`src/rtl/bus_arb_map.vh`:
```
`ifndef BUS_ARB_MAP_VH
`define BUS_ARB_MAP_VH

// ****************************************
// arbitration constants
// ****************************************

// number of processor request lines
`define ARB_NUM_LINES 6
// width of the strapped processor identifier
`define ARB_ID_W 3
// identifier code meaning single-processor system
`define ARB_ID_SINGLE 3'h0
// identifier code of the first request line
`define ARB_ID_FIRST 3'h1
// identifier code of the last request line
`define ARB_ID_LAST 3'h6
// value for "no bus master"
`define ARB_NO_MASTER 3'h0
// rotation pointer after reset: first line wins first
`define ARB_LAST_RESET 3'h6

// ****************************************
// synchroniser bit positions
// ****************************************

`define ARB_SY_REQ_LO 0
`define ARB_SY_REQ_HI 5
`define ARB_SY_HREQ 6
`define ARB_SY_HGNT 7
`define ARB_SY_PRIO 8
`define ARB_SY_ROT 9
`define ARB_SY_ID_LO 10
`define ARB_SY_ID_HI 12
`define ARB_SY_W 13
// reset value: every active-low line, priority line too, idles high;
// straps low. a low priority bit here would withhold dma after reset
`define ARB_SY_RESET 13'h01FF

`endif

```
`src/rtl/bus_arbiter.v`:
```
`timescale 1ns/1ps
`include "bus_arb_map.vh"

module bus_arbiter #(
   parameter NUM_LINES = `ARB_NUM_LINES
) (
   input wire clk,
   input wire arst_n,
   // strap and mode pins
   input wire [2:0] processor_id,
   input wire rotating_priority_select,
   // request lines, active low
   input wire [NUM_LINES-1:0] bus_request_line_n_i,
   output wire [NUM_LINES-1:0] bus_request_line_n_o,
   output wire [NUM_LINES-1:0] bus_request_line_n_oe_n,
   // shared open-drain priority access line
   input wire core_priority_access_n_i,
   output wire core_priority_access_n_o,
   output wire core_priority_access_n_oe_n,
   // host request and grant
   input wire host_bus_request_n,
   input wire host_bus_grant_n_i,
   output wire host_bus_grant_n_o,
   output wire host_bus_grant_n_oe_n,
   // user side
   input wire core_req,
   input wire dma_req,
   output wire bus_master,
   output wire core_access,
   output wire dma_access,
   output wire [2:0] current_master
);

   // ****************************************
   // declarations
   // ****************************************

   reg own_want_r;
   reg own_want_nxt;
   reg [2:0] master_r;
   reg [2:0] master_nxt;
   reg [2:0] last_r;
   reg [2:0] last_nxt;
   reg host_grant_r;
   reg host_grant_nxt;
   reg bus_master_r;
   reg bus_master_nxt;
   reg [NUM_LINES-1:0] line_raw;
   reg [NUM_LINES-1:0] own_oe_n;
   wire [`ARB_SY_W-1:0] sy_in;
   wire [`ARB_SY_W-1:0] sy_out;
   wire [NUM_LINES-1:0] req_act;
   wire [2:0] id_s;
   wire rot_s;
   wire hreq_act;
   wire hgnt_act;
   wire prio_act;
   wire [2:0] rot_base;
   wire single;
   wire host_hold;
   wire [2:0] winner;
   wire am_master;
   wire grantor;
   integer i;

   // ****************************************
   // priority function
   // ****************************************

   // pick next master; rotating search starts after last master
   function [2:0] pick;
      input [NUM_LINES-1:0] req;
      input rot;
      input [2:0] last;
      integer k;
      integer tmp;
      reg [2:0] idx;
      reg found;
      begin
         pick = `ARB_NO_MASTER;
         found = 1'b0;
         idx = 3'h0;
         tmp = 0;
         for (k = 0; k < NUM_LINES; k = k + 1) begin
            if (rot) begin
               tmp = (last + k) % NUM_LINES;
            end else begin
               tmp = k;
            end
            idx = tmp[2:0];
            if (!found && req[idx]) begin
               found = 1'b1;
               pick = idx + `ARB_ID_FIRST;
            end
         end
      end
   endfunction

   // ****************************************
   // pin sampling
   // ****************************************

   // own line re-enters through the same two flops so that all
   // processors see every request with equal latency
   always @* begin
      line_raw = bus_request_line_n_i;
      own_oe_n = {NUM_LINES{1'b1}};
      for (i = 0; i < NUM_LINES; i = i + 1) begin
         if (id_s == i + 1) begin
            line_raw[i] = ~own_want_r;
            own_oe_n[i] = 1'b0;
         end
      end
   end

   assign sy_in = {processor_id, rotating_priority_select,
                   core_priority_access_n_i, host_bus_grant_n_i,
                   host_bus_request_n, line_raw};

   pin_sync #(
      .WIDTH(`ARB_SY_W),
      .RST_VAL(`ARB_SY_RESET)
   ) u_sync (
      .clk(clk),
      .arst_n(arst_n),
      .din(sy_in),
      .dout(sy_out)
   );

   // decoded sampled levels, active high internally
   // lines active low
   assign req_act = ~sy_out[`ARB_SY_REQ_HI:`ARB_SY_REQ_LO];
   assign hreq_act = ~sy_out[`ARB_SY_HREQ];
   assign hgnt_act = ~sy_out[`ARB_SY_HGNT];
   assign prio_act = ~sy_out[`ARB_SY_PRIO];
   assign rot_s = sy_out[`ARB_SY_ROT];
   // strap assumed static; followed only through the sync
   assign id_s = sy_out[`ARB_SY_ID_HI:`ARB_SY_ID_LO];
   assign single = (id_s == `ARB_ID_SINGLE);

   // ****************************************
   // arbitration
   // ****************************************

   assign host_hold = hreq_act | hgnt_act | host_grant_r;

   // releasing master is rotation base
   // with no master the last one released still counts
   assign rot_base = (master_r != `ARB_NO_MASTER) ? master_r : last_r;

   // mode sampled every cycle, no latching
   assign winner = pick(req_act, rot_s, rot_base);

   assign am_master = single ? own_want_r : (master_r == id_s);

   // the master grants the host; with no master, line one answers
   assign grantor = am_master | ((master_r == `ARB_NO_MASTER) &&
                    (single || id_s == `ARB_ID_FIRST));

   // master tracking, evaluated identically on every processor
   always @* begin
      master_nxt = master_r;
      last_nxt = last_r;
      if (host_hold) begin
         master_nxt = master_r;
      end else if (master_r != `ARB_NO_MASTER &&
                   req_act[master_r - `ARB_ID_FIRST]) begin
         master_nxt = master_r;
      end else begin
         master_nxt = winner;
         if (master_r != `ARB_NO_MASTER) begin
            last_nxt = master_r;
         end
      end
   end

   // own request: dma-only demand withdrawn while priority access pulls
   always @* begin
      own_want_nxt = core_req | (dma_req & ~prio_act);
   end

   // host grant held until host drops its request
   always @* begin
      host_grant_nxt = host_grant_r;
      if (!hreq_act) begin
         host_grant_nxt = 1'b0;
      end else if (grantor && !hgnt_act) begin
         host_grant_nxt = 1'b1;
      end
   end

   // bus ownership; released as soon as host asks
   always @* begin
      bus_master_nxt = am_master & own_want_r & ~hreq_act & ~host_grant_r &
                       ~hgnt_act & (single | ~(master_nxt != id_s));
   end

   // state registers
   always @(posedge clk or negedge arst_n) begin
      if (!arst_n) begin
         own_want_r <= 1'b0;
         master_r <= `ARB_NO_MASTER;
         last_r <= `ARB_LAST_RESET;
         host_grant_r <= 1'b0;
         bus_master_r <= 1'b0;
      end else begin
         own_want_r <= own_want_nxt;
         master_r <= master_nxt;
         last_r <= last_nxt;
         host_grant_r <= host_grant_nxt;
         bus_master_r <= bus_master_nxt;
      end
   end

   // ****************************************
   // pin drivers
   // ****************************************

   assign bus_request_line_n_o = {NUM_LINES{~own_want_r}};
   assign bus_request_line_n_oe_n = own_oe_n;

   // pull low only, slave core wanting bus
   assign core_priority_access_n_o = 1'b0;
   assign core_priority_access_n_oe_n = ~(core_req & ~bus_master_r &
                                          ~host_grant_r & ~single);

   // grant pin is open toward others while not granting
   assign host_bus_grant_n_o = 1'b0; // low = granted
   assign host_bus_grant_n_oe_n = ~host_grant_r;

   // ****************************************
   // user side
   // ****************************************

   assign bus_master = bus_master_r;
   assign current_master = master_r;
   assign core_access = bus_master_r & core_req;
   assign dma_access = bus_master_r & dma_req & ~core_req & ~prio_act;

endmodule // bus_arbiter

```
`src/rtl/pin_sync.v`:
```
`timescale 1ns/1ps

// ****************************************
// two-stage synchroniser, one per bit
// ****************************************

module pin_sync #(
   parameter WIDTH = 13,
   parameter [WIDTH-1:0] RST_VAL = {WIDTH{1'b0}}
) (
   input wire clk,
   input wire arst_n,
   input wire [WIDTH-1:0] din,
   output wire [WIDTH-1:0] dout
);

   genvar g;

   // first flop feeds only the second
   generate
      for (g = 0; g < WIDTH; g = g + 1) begin : g_bit
         reg meta_r;
         reg sync_r;
         always @(posedge clk or negedge arst_n) begin
            if (!arst_n) begin
               meta_r <= RST_VAL[g];
               sync_r <= RST_VAL[g];
            end else begin
               meta_r <= din[g];
               sync_r <= meta_r;
            end
         end
         assign dout[g] = sync_r;
      end
   endgenerate

endmodule // pin_sync

```
`config.mk`:
```
export PLATFORM = sky130hd
export DESIGN_NAME = bus_arbiter
export DESIGN_NICKNAME = d
export VERILOG_FILES = /design/src/rtl/bus_arbiter.v /design/src/rtl/pin_sync.v
export VERILOG_INCLUDE_DIRS = /design/src /design/src/rtl
export SDC_FILE = /design/constraint.sdc
export NUM_CORES = 1
export LEC_CHECK = 0
export ABC_AREA = 0
export ABC_CLOCK_PERIOD_IN_PS = 8820
export BUFFER_PORTS_ARGS = -buffer_cell sky130_fd_sc_hd__buf_2
export CAP_MARGIN = 25
export CORE_MARGIN = 10
export CORE_UTILIZATION = 25
export DETAILED_ROUTE_END_ITERATION = 10
export HOLD_SLACK_MARGIN = 0.1
export MAX_ROUTING_LAYER = met4
export SYNTH_ARGS = -nofsm -noshare
export SYNTH_HDL_FRONTEND = slang
export SYNTH_HIERARCHICAL = 1
export SYNTH_SLANG_ARGS = --single-unit
```
`constraint.sdc`:
```
create_clock -name clk -period 8.82 [get_ports clk]
set_input_delay 1.764 -clock clk [delete_from_list [all_inputs] [get_ports clk]]
set_output_delay 1.764 -clock clk [all_outputs]
set_load 0.01 [all_outputs]
```
* Yosys cells after proc, flatten, opt, wreduce, memory -nomap -nowiden
Index checks and enable logic that the tools add are counted.
** Operators by class
- Magnitude comparators :: 7
- Bitwise operators :: 30
- Add/subtract/negate cells :: 12
- Equal/unequal tests :: 8
- Reductions and logical operators :: 19
- Muxes and demuxes :: 49
- Divide/modulo/power cells :: 6
** Operators by type and width (count)
- modulo 32 x 3 -> 32 bit (second input constant) :: 5
- 2-to-1 mux 3 bit :: 15
- modulo 3 x 3 -> 32 bit (second input constant) :: 1
- less-than comparator 3 x 4 -> 1 bit (second input constant) :: 7
- 2-to-1 mux 1 bit :: 27
- binary-select mux 1 bit (select 3 bit) :: 7
- adder 3 x 1 -> 3 bit (second input constant) :: 6
- bitwise AND 1 bit :: 13
- inverter 1 bit :: 11
- == test 3 bit (second input constant) :: 3
- adder 3 x 2 -> 4 bit (second input constant) :: 2
- adder 3 x 3 -> 4 bit (second input constant) :: 2
- logical AND 1 bit :: 8
- == test 3 x 2 -> 1 bit (second input constant) :: 2
- logical NOT 3 bit :: 2
- inverter 6 bit :: 1
- logical NOT 1 bit :: 5
- OR 1 bit :: 5
- adder 3 x 1 -> 4 bit (second input constant) :: 1
- == test 3 x 1 -> 1 bit (second input constant) :: 1
- == test 3 bit :: 1
- != test 3 bit :: 1
- nonzero test 3 bit :: 1
- subtractor 3 x 1 -> 3 bit (second input constant) :: 1
- other kinds (3) :: 3
** Storage, ports and cells
- Input port bits :: 17
- Output and inout port bits :: 22
- Word-level logic and storage cells :: 162
- Bits in registers :: 35

* Depth between registers and ports, before layout
Gate-level depths: netlist of run 1.
- Word-level depth :: 28
- Mapped depth :: 24
- Gate-level depth less buffers :: 22

* By module
The synthesis of run 1 kept the hierarchy.
** By module, submodules not included
- bus_arbiter :: times used 1, sequential area each 227.7 um^2, area an instance 2055.7 um^2, cells an instance 263
- pin_sync :: times used 1, sequential area each 673.1 um^2, area an instance 770.7 um^2, cells an instance 39

* Worst setup path before layout of run 1
Ideal clock, no wire load.
- Path type :: register to register
- From :: reg master_r[0] (netlist: current_master[0])
- To :: reg bus_master_r (netlist: bus_master)
- Arrival :: 4.662 ns
- Library setup time :: 0.136 ns
- Buffers on the path :: 2
- Clock period less this slack :: 4.798 ns
- Path slack :: 4.022 ns
- Required time :: 8.684 ns
- Stages on the path, launching flop included :: 24
- Cells stage by stage :: dfrtp_1 buf_2 inv_1 ha_1 and2b_1 nor2_1 a21oi_1 inv_1 ha_1 buf_2 a21oi_1 inv_1 ha_1 nor2b_1 o21ai_1 a221oi_2 mux2i_1 mux2_2 nor4_2 a21oi_1 a31o_2 and4b_1 nor4_1 a31oi_1
** Between the ends
- Cells in the longest elaborated chain, start to end :: 28
- Elaborated cells on any way between the ends :: 74
- Classes of those cells :: add/sub (12); div (6); eq/ne (2); mux (35); bitwise (7); reduce/logical (12)
** Ends and longest elaborated chain
- from (decl) :: line bus_arbiter.v:40 : reg [2:0] master_r;
- from (signal assigned) :: line bus_arbiter.v:202 : master_r <= `ARB_NO_MASTER;
- from (signal assigned) :: line bus_arbiter.v:208 : master_r <= master_nxt;
- nonzero test 3 bit (no source line) (*)
- 2-to-1 mux 3 bit (*)
- named net rot_base[1] :: line bus_arbiter.v:58 : wire [2:0] rot_base;
- branches (longest 19 deep; another with modulo 32 x 3 -> 32 bit)
- 2-to-1 mux 3 bit (*) :: line bus_arbiter.v:91 : if (!found && req[idx]) begin
- 2-to-1 mux 3 bit (*) :: line bus_arbiter.v:166 : end else if (master_r != `ARB_NO_MASTER &&
- 2-to-1 mux 3 bit (*) :: line bus_arbiter.v:164 : if (host_hold) begin
- != test 3 bit (*) :: line bus_arbiter.v:195 : ~hgnt_act & (single | ~(master_nxt != id_s));
- inverter 1 bit (*) :: line bus_arbiter.v:195
- OR 1 bit (*) :: line bus_arbiter.v:195
- bitwise AND 1 bit (*) :: line bus_arbiter.v:195
- named net bus_master_nxt :: line bus_arbiter.v:47 : reg bus_master_nxt;
- to (signal assigned) :: line bus_arbiter.v:211 : bus_master_r <= bus_master_nxt;
- to (decl) :: line bus_arbiter.v:46 : reg bus_master_r;
Mark *: on every way through the listed nets, which the timed path passes. The select of a mux whose other input is x is not followed.
A chain may end at the register's enable or synchronous reset.

* Worst setup path after layout of run 1
- From :: reg master_r[0] (netlist: current_master[0])
- To :: reg bus_master_r (netlist: bus_master)
** Between the ends
- Cells in the longest elaborated chain, start to end :: 28
- Elaborated cells on any way between the ends :: 74
- Classes of those cells :: add/sub (12); div (6); eq/ne (2); mux (35); bitwise (7); reduce/logical (12)
** Ends and longest elaborated chain
- nonzero test 3 bit (no source line) (*)
- 2-to-1 mux 3 bit (*)
- named net rot_base[1] :: line bus_arbiter.v:58
- branches (longest 19 deep; another with modulo 32 x 3 -> 32 bit)
- 2-to-1 mux 3 bit (*) :: line bus_arbiter.v:91
- 2-to-1 mux 3 bit (*) :: line bus_arbiter.v:166
- 2-to-1 mux 3 bit (*) :: line bus_arbiter.v:164
- named net master_nxt[2] :: line bus_arbiter.v:41 : reg [2:0] master_nxt;
- != test 3 bit (*) :: line bus_arbiter.v:195
- inverter 1 bit (*) :: line bus_arbiter.v:195
- OR 1 bit (*) :: line bus_arbiter.v:195
- bitwise AND 1 bit (*) :: line bus_arbiter.v:195
- named net bus_master_nxt :: line bus_arbiter.v:47
Marked as above.

==> metrics.yaml, run 1 <==
clock_network:
  post_cts_buffers: 0
  h-tree-depth: 2
  ctsResizeCount: 0
  cts_sinks: 35
  clkTransAtPathRegs_ns: 0.06
  cts-root-buf: "clkbuf_16"
  numCtsBuffers: 5
  cts_tree: "yes"
  ctsHoldBuffers: 0
  cts_buffer_depth: 2
  worst_skew_pair.late_latency_ns: 0.28
global_routing:
  antenna_found_initial: 0
  grt.total_usage_pct: 8.24
  grt_pass1_wl_mm: 11.1
  overflow: 0
  grt_pass1_vias: 2278
  grt_max_degree: 36
synthesis:
  synth_top_area_share_pct: 18.6
  yosys_warnings: 6
  synth_top_area_cell: "dfstp_2"
  synth-seq-cells: 35
  ys_types: 70
  syn_inst: 302
  yosysSeqAreaShare_pct: 31.9
  avgSynthCellArea_um2: 9.36
  synth_ff_type: "dfstp_2"
  synthTopCellsByCount: "22 x buf_4, 22 x nand2_1, 20 x dfstp_2"
  synth-edff-count: 0
  netlist_top_cells_area: "dfstp_2 19%, dfrtp_1 13%, ha_1 7.5%"
  netlist_area_um2: 2830
  synthArstFlopShare_pct: 100
final_layout:
  diodes: 0
  area_delta_synth_final_pct: 12.1
  layout-drive-gt1-share_pct: 29.0
  nets: 347
  finish.utilization_pct: 29.0
worst_setup_path:
  endpoint_kind: "register"
  max_stage_delay_ns: 0.59
  crit_type: "register to register"
  critPathBufInv: 3
  critPathRequiredTime_ns: 9.01
  slowest_stage: "dfrtp_1"
  cp_max_fo: 10
  path_cells: "inv_1 -> ha_1 -> and2b_1 -> a21oi_1 -> inv_1 -> ha_1 -> a21oi_1 -> inv_1 -> ha_1 -> nor2b_1 -> o21ai_1 -> a221oi_2 -> mux2i_1 -> mux2_2 -> nor4_2 -> a21oi_1 -> a21oi_2 -> nor4b_1 -> a31oi_1 -> a31oi_1"
  arrival_ns: 5.60
  cp.depth: 20
  r2r.worst_path.cells: 20
  start_kind: "register"
  critPathTopFamily: "compound AO/OA/AOI/OAI gates"
power:
  p_leak_nw: 1.35
  ir_drop_mv: 0.215
  powerDensity_nw_per_um2: 422
drt:
  totalWireLength_mm: 6.46
  drt_iter0_drc: 96
  ant_nets: 0
  drt_pass1_iterations: 5
  viasPerCell: 5.01
  post-route-drc-count: 0
  vias: 2273
  wl_per_cell_um: 14.2
sta:
  slew_headroom_pct: 48.2
  fin_tns_setup_ns: 0
  finalCritPeriodShare_pct: 61.4
  fmax_mhz: 185
  final_max_slew_viol_count: 0
  worst_slew_pin_slew_ns: 0.776
  hold_viol_final: 0
  final-setup-viol-count: 0
  skew_ns: 0.00464
  rsz0062_at_grt: "no"
  fin_crit_ns: 5.42
placement:
  port_buffers: 36
  hpwl_mm: 4.93
  gp_congestion: 0.902
hold_path:
  hp-class: "register to register"
  hold_depth: 0
run_status:
  status: "complete, no violations"
die:
  start_util_pct: 25.8
  io_pins: 39
  fp.dieH_um: 126
  core_um2: 10900
  placementRows: 38
  dieWidth_um: 126
  dieArea_um2: 16000
run:
  cap_violations: 0
## power breakdown
part | internal [mW] | total, mW | switching [mW] | leakage, nW
logic | 0.368 | 0.889 | 0.521 | 0.872
registers | 0.190 | 0.223 | 0.0336 | 0.386
clock network | 0.162 | 0.226 | 0.0639 | 0.0900
total | 0.720 | 1.34 | 0.618 | 1.35
## final cells by class
cell class,instances,area [µm²]
Inverter,17,68.8
Fill cell,1139,7770
Tap cell,140,175
Clock buffer,5,125
Multi-Input combinational cell,218,1650
Sequential cell,35,901
Clock inverter,3,67.6
Timing Repair Buffer,36,180
## state kept, by name, summed over array words and instances, names as in the netlist
register / cells
last_r: 3
u_sync/g_bit.meta_r: 13
current_master: 3
u_sync/g_bit.sync_r: 13
host_grant_r: 1
bus_master: 1
own_want_r: 1
## through the flow
stage | hold slack [ns] | total power [mW] | std cells | worst slack, ns | instance area, µm²
4_1_cts | 0.349 | 1.33 | 454 | 3.43 | 3170
5_1_grt | 0.356 | 1.45 | 454 | 2.82 | 3170
3_3_place_gp | 0.331 | 1.09 | 446 | 3.72 | 2980
3_5_place_dp | 0.336 | 1.10 | 446 | 3.47 | 2980
6_report | 0.351 | 1.34 | 454 | 3.40 | 3170
2_1_floorplan | 0.331 | 0.938 | 303 | 4.02 | 2830
## layer usage
metal / vias up / global-route usage [%] / part of all wire (%)
li1: 1095 / - / -
met1: 1082 / 11.2 / 51
met2: 90 / 12.3 / 43
met3: 6 / 1.58 / 5.4
met4: 0 / 2.01 / 1.0
met5: - / - / 0
## logic make-up after synthesis
logic type / after synthesis / share of synthesized area, %
xor+xnor: 9 / 3.05
mux: 16 / 7.17
fa+ha+maj: 17 / 7.53
buf+inv: 50 / 9.83
flops: 35 / 31.9
compound gates: 70 / 18.6
other cells: 1 / 0.133
simple gates: 104 / 21.8
## cell usage in the layout, fill, tap and decap left out, types with 3 or more instances in the layout
| cell | instances |
|---|---|
| a21o_1 | 5 |
| a21oi_1 | 15 |
| a31oi_1 | 4 |
| and2_1 | 7 |
| and4b_1 | 3 |
| buf_2 | 36 |
| clkbuf_16 | 5 |
| dfrtp_1 | 15 |
| dfstp_2 | 20 |
| ha_1 | 17 |
| inv_1 | 14 |
| mux2_2 | 3 |
| mux2i_1 | 9 |
| mux4_2 | 3 |
| nand2_1 | 22 |
| nand3_1 | 7 |
| nand3b_1 | 6 |
| nand4_1 | 4 |
| nor2_1 | 16 |
| nor2b_1 | 7 |
| nor3_1 | 7 |
| nor4_1 | 3 |
| nor4b_1 | 3 |
| o211ai_1 | 3 |
| o21ai_0 | 10 |
| o21ai_1 | 3 |
| o2bb2ai_1 | 4 |
| xnor2_1 | 7 |
## final timing paths
kind	start	end	slack, ns
hold / removal	u_sync/g_bit[11].meta_r	u_sync/g_bit[11].sync_r	0.35
hold reg to reg	u_sync/g_bit[11].meta_r	u_sync/g_bit[11].sync_r	0.35
max in group asynchronous	arst_n	current_master[1]	6.79
min in group asynchronous	arst_n	bus_master	1.56
setup / recovery	current_master[0]	bus_master	3.40
setup reg to reg	current_master[0]	bus_master	3.40
## worst register-to-register path: stages, from the launching register on
cell and delay, ns:
dfrtp_1 0.59, inv_1 0.15, ha_1 0.34, and2b_1 0.26, a21oi_1 0.36, inv_1 0.20, ha_1 0.33, a21oi_1 0.30
inv_1 0.08, ha_1 0.30, nor2b_1 0.24, o21ai_1 0.12, a221oi_2 0.39, mux2i_1 0.12, mux2_2 0.29, nor4_2 0.22
a21oi_1 0.14, a21oi_2 0.33, nor4b_1 0.29, a31oi_1 0.08, a31oi_1 0.21
Power figures use the tool's default switching activity.
==> run 2, diff against run 1 <==
--- a/config.mk
+++ b/config.mk
@@ -7,7 +7,7 @@
 export NUM_CORES = 1
 export LEC_CHECK = 0
 export ABC_AREA = 0
-export ABC_CLOCK_PERIOD_IN_PS = 8820
+export ABC_CLOCK_PERIOD_IN_PS = 5100
 export BUFFER_PORTS_ARGS = -buffer_cell sky130_fd_sc_hd__buf_2
 export CAP_MARGIN = 25
 export CORE_MARGIN = 10
==> constraint.sdc (replaced) <==
create_clock -name clk -period 5.1 [get_ports clk]
set_input_delay 1.02 -clock clk [delete_from_list [all_inputs] [get_ports clk]]
set_output_delay 1.02 -clock clk [all_outputs]
set_load 0.01 [all_outputs]
==> run 2 against run 1 <==
Final area rose by 1.1%. First-iteration DRC count rose by 25%. Hold slack got worse by 0.0038 ns. Sequential power increased by 62%. Flip-flop and latch count unchanged. Clock power increased by 27%. Routed wire length grew 0.60%. Non-clock buffer count grew 6. Critical path depth fell by 1. Die area did not move. Combinational power rose by 86%. Highest routed layer unchanged.
==> metrics.yaml, run 2 (synthesis gave the netlist of run 1 again) <==
hold_path:
  hold_path_end: "u_sync/g_bit[12].sync_r"
  hp-start: "u_sync/g_bit[12].meta_r"
  hold_depth: 0
  hp-class: "register to register"
worst_setup_path:
  start_kind: "register"
  reg2reg_to: "bus_master"
  arrival_ns: 4.93
  cp_max_fo: 10
  rrSetupSlack_ns: 0.37
  r2r.worst_path.cells: 19
  rr_startpoint: "current_master[1]"
  endpoint_kind: "register"
  critPathRequiredTime_ns: 5.30
  crit_type: "register to register"
final_layout:
  fillers: 1144
  ff_latch_area_um2: 901
  nets: 353
  multiInputGateArea_um2: 1690
  reg.largest.list: "u_sync/g_bit.meta_r: 13 flops, u_sync/g_bit.sync_r: 13 flops"
  layout_common_cells: "36 x buf_2, 22 x nand2_1, 20 x dfstp_2, 17 x ha_1, 16 x nor2_1"
  diodes: 0
  area_delta_synth_final_pct: 13.4
  final_common_cell: "buf_2"
  fin_cells: 460
  layout-drive-gt1-share_pct: 31.6
clock_network:
  cts-root-buf: "clkbuf_16"
  numCtsBuffers: 5
  h-tree-depth: 2
  post_cts_buffers: 0
  cts_buffer_depth: 2
  cts_tree: "yes"
  worst_skew_pair.late_latency_ns: 0.28
  clkTransAtPathRegs_ns: 0.05
  cts_sinks: 35
sta:
  finalCritPeriodShare_pct: 92.7
  skew_ns: 0.00305
  final_max_slew_viol_count: 0
  fin_crit_ns: 4.73
  fmax_mhz: 212
  hold_viol_final: 0
  slew_headroom_pct: 51.5
  final-setup-viol-count: 0
  worst_slew_pin_slew_ns: 0.728
  fin_tns_setup_ns: 0
  worst_slack_ns: 0.373
  rsz0062_at_grt: "no"
global_routing:
  grt_max_degree: 36
  grt_pass1_vias: 2353
  overflow: 0
  antenna_found_initial: 0
  grt.total_usage_pct: 8.19
  grt_pass1_wl_mm: 10.9
die:
  dieWidth_um: 126
  start_util_pct: 25.8
  fp.dieH_um: 126
  dieArea_um2: 16000
  core_um2: 10900
  io_pins: 39
  placementRows: 38
drt:
  post-route-drc-count: 0
  totalWireLength_mm: 6.50
  drt_pass1_iterations: 4
  wl_per_cell_um: 14.1
  viasPerCell: 4.99
  ant_nets: 0
  drt_iter0_drc: 120
  vias: 2297
placement:
  hpwl_mm: 5.12
  dp.cells: 452
  gp_congestion: 0.824
  place_ws_ns: 0.137
  port_buffers: 36
run:
  cap_violations: 0
power:
  power.clock.fraction_pct: 12.6
  combPwrFrac_pct: 71.7
  p_leak_nw: 1.36
  swShare_pct: 47.9
  p_sw_mw: 1.10
  p_seq_share_pct: 15.7
  powerDensity_nw_per_um2: 717
  p_int_mw: 1.20
  ir_drop_mv: 0.289
run_status:
  status: "complete, no violations"
run 2: cell count changes in the layout (fill, tap and decap cells not counted), sizes merged:
cell      previous run  this run
clkinvlp             1         2
clkinv               0         1
bufinv               2         0
buf                 36        42
run 2: timing repair:
action	4_1_cts	5_1_grt
hold buffers	0	0
endpoints found under the setup margin	0	1
hold endpoints to repair	0	0
gates resized for setup	0	8
run 2: per-stage QoR:
step	total power [mW]	area [µm²]	utilization (%)	hold WS, ns
after floorplan	1.62	2830	-	0.331
after global placement	1.91	3020	27.6	0.332
after detailed placement	1.94	3020	27.6	0.337
after CTS	2.24	3170	29.0	0.347
after global routing	2.51	3210	29.3	0.350
final	2.30	3210	29.3	0.347
run 2: power by group through the flow:
stage          combinational [mW]  clock (mW)  sequential (mW)
3_3_place_gp                 1.54           0            0.365
5_1_grt                      1.83       0.308            0.367
4_1_cts                      1.58       0.298            0.361
2_1_floorplan                1.27           0            0.357
3_5_place_dp                 1.57           0            0.365
6_report                     1.65       0.288            0.361
run 2: per-layer routing:
layer	part of all wire, %	global-route usage [%]	vias up
met5	0	-	-
met3	3.3	1.21	11
met1	49	10.6	1105
met2	45	12.5	67
li1	-	-	1114
met4	2.0	3.42	0
run 2: how the worst max path moves through the flow:
stage                     cells after the start  slack (ns)    endpoint               from
after floorplan                              23        0.30  bus_master  current_master[0]
after global placement                       20        0.37  bus_master  current_master[1]
after detailed placement                     21        0.14  bus_master  current_master[1]
after CTS                                    21        0.11  bus_master  current_master[1]
after global routing                         18        0.03  bus_master  current_master[1]
final                                        19        0.37  bus_master  current_master[1]
run 2: area by class of cell:
cell class                 instances  share of cell area [%]
timing repair buffer              42                    7.03
clock inverter                     3                   0.625
multi-input combinational        218                    52.7
tap                              140                    5.46
clock buffer                       5                    3.90
inverter                          17                    2.15
sequential                        35                    28.1
run 2: critical path: stages (launching register included):
cell       delay, ns
dfrtp_1         0.43
inv_1           0.11
ha_1            0.20
buf_4           0.16
a21o_1          0.33
ha_1            0.38
and4b_1         0.24
a2111oi_1       0.47
or3_1           0.21
and2_1          0.15
nand2_1         0.08
ha_1            0.28
nand2_1         0.04
a21oi_1         0.16
nor4_2          0.07
a211oi_1        0.51
o22ai_4         0.19
nor4b_1         0.39
nor4_1          0.11
a31oi_1         0.13
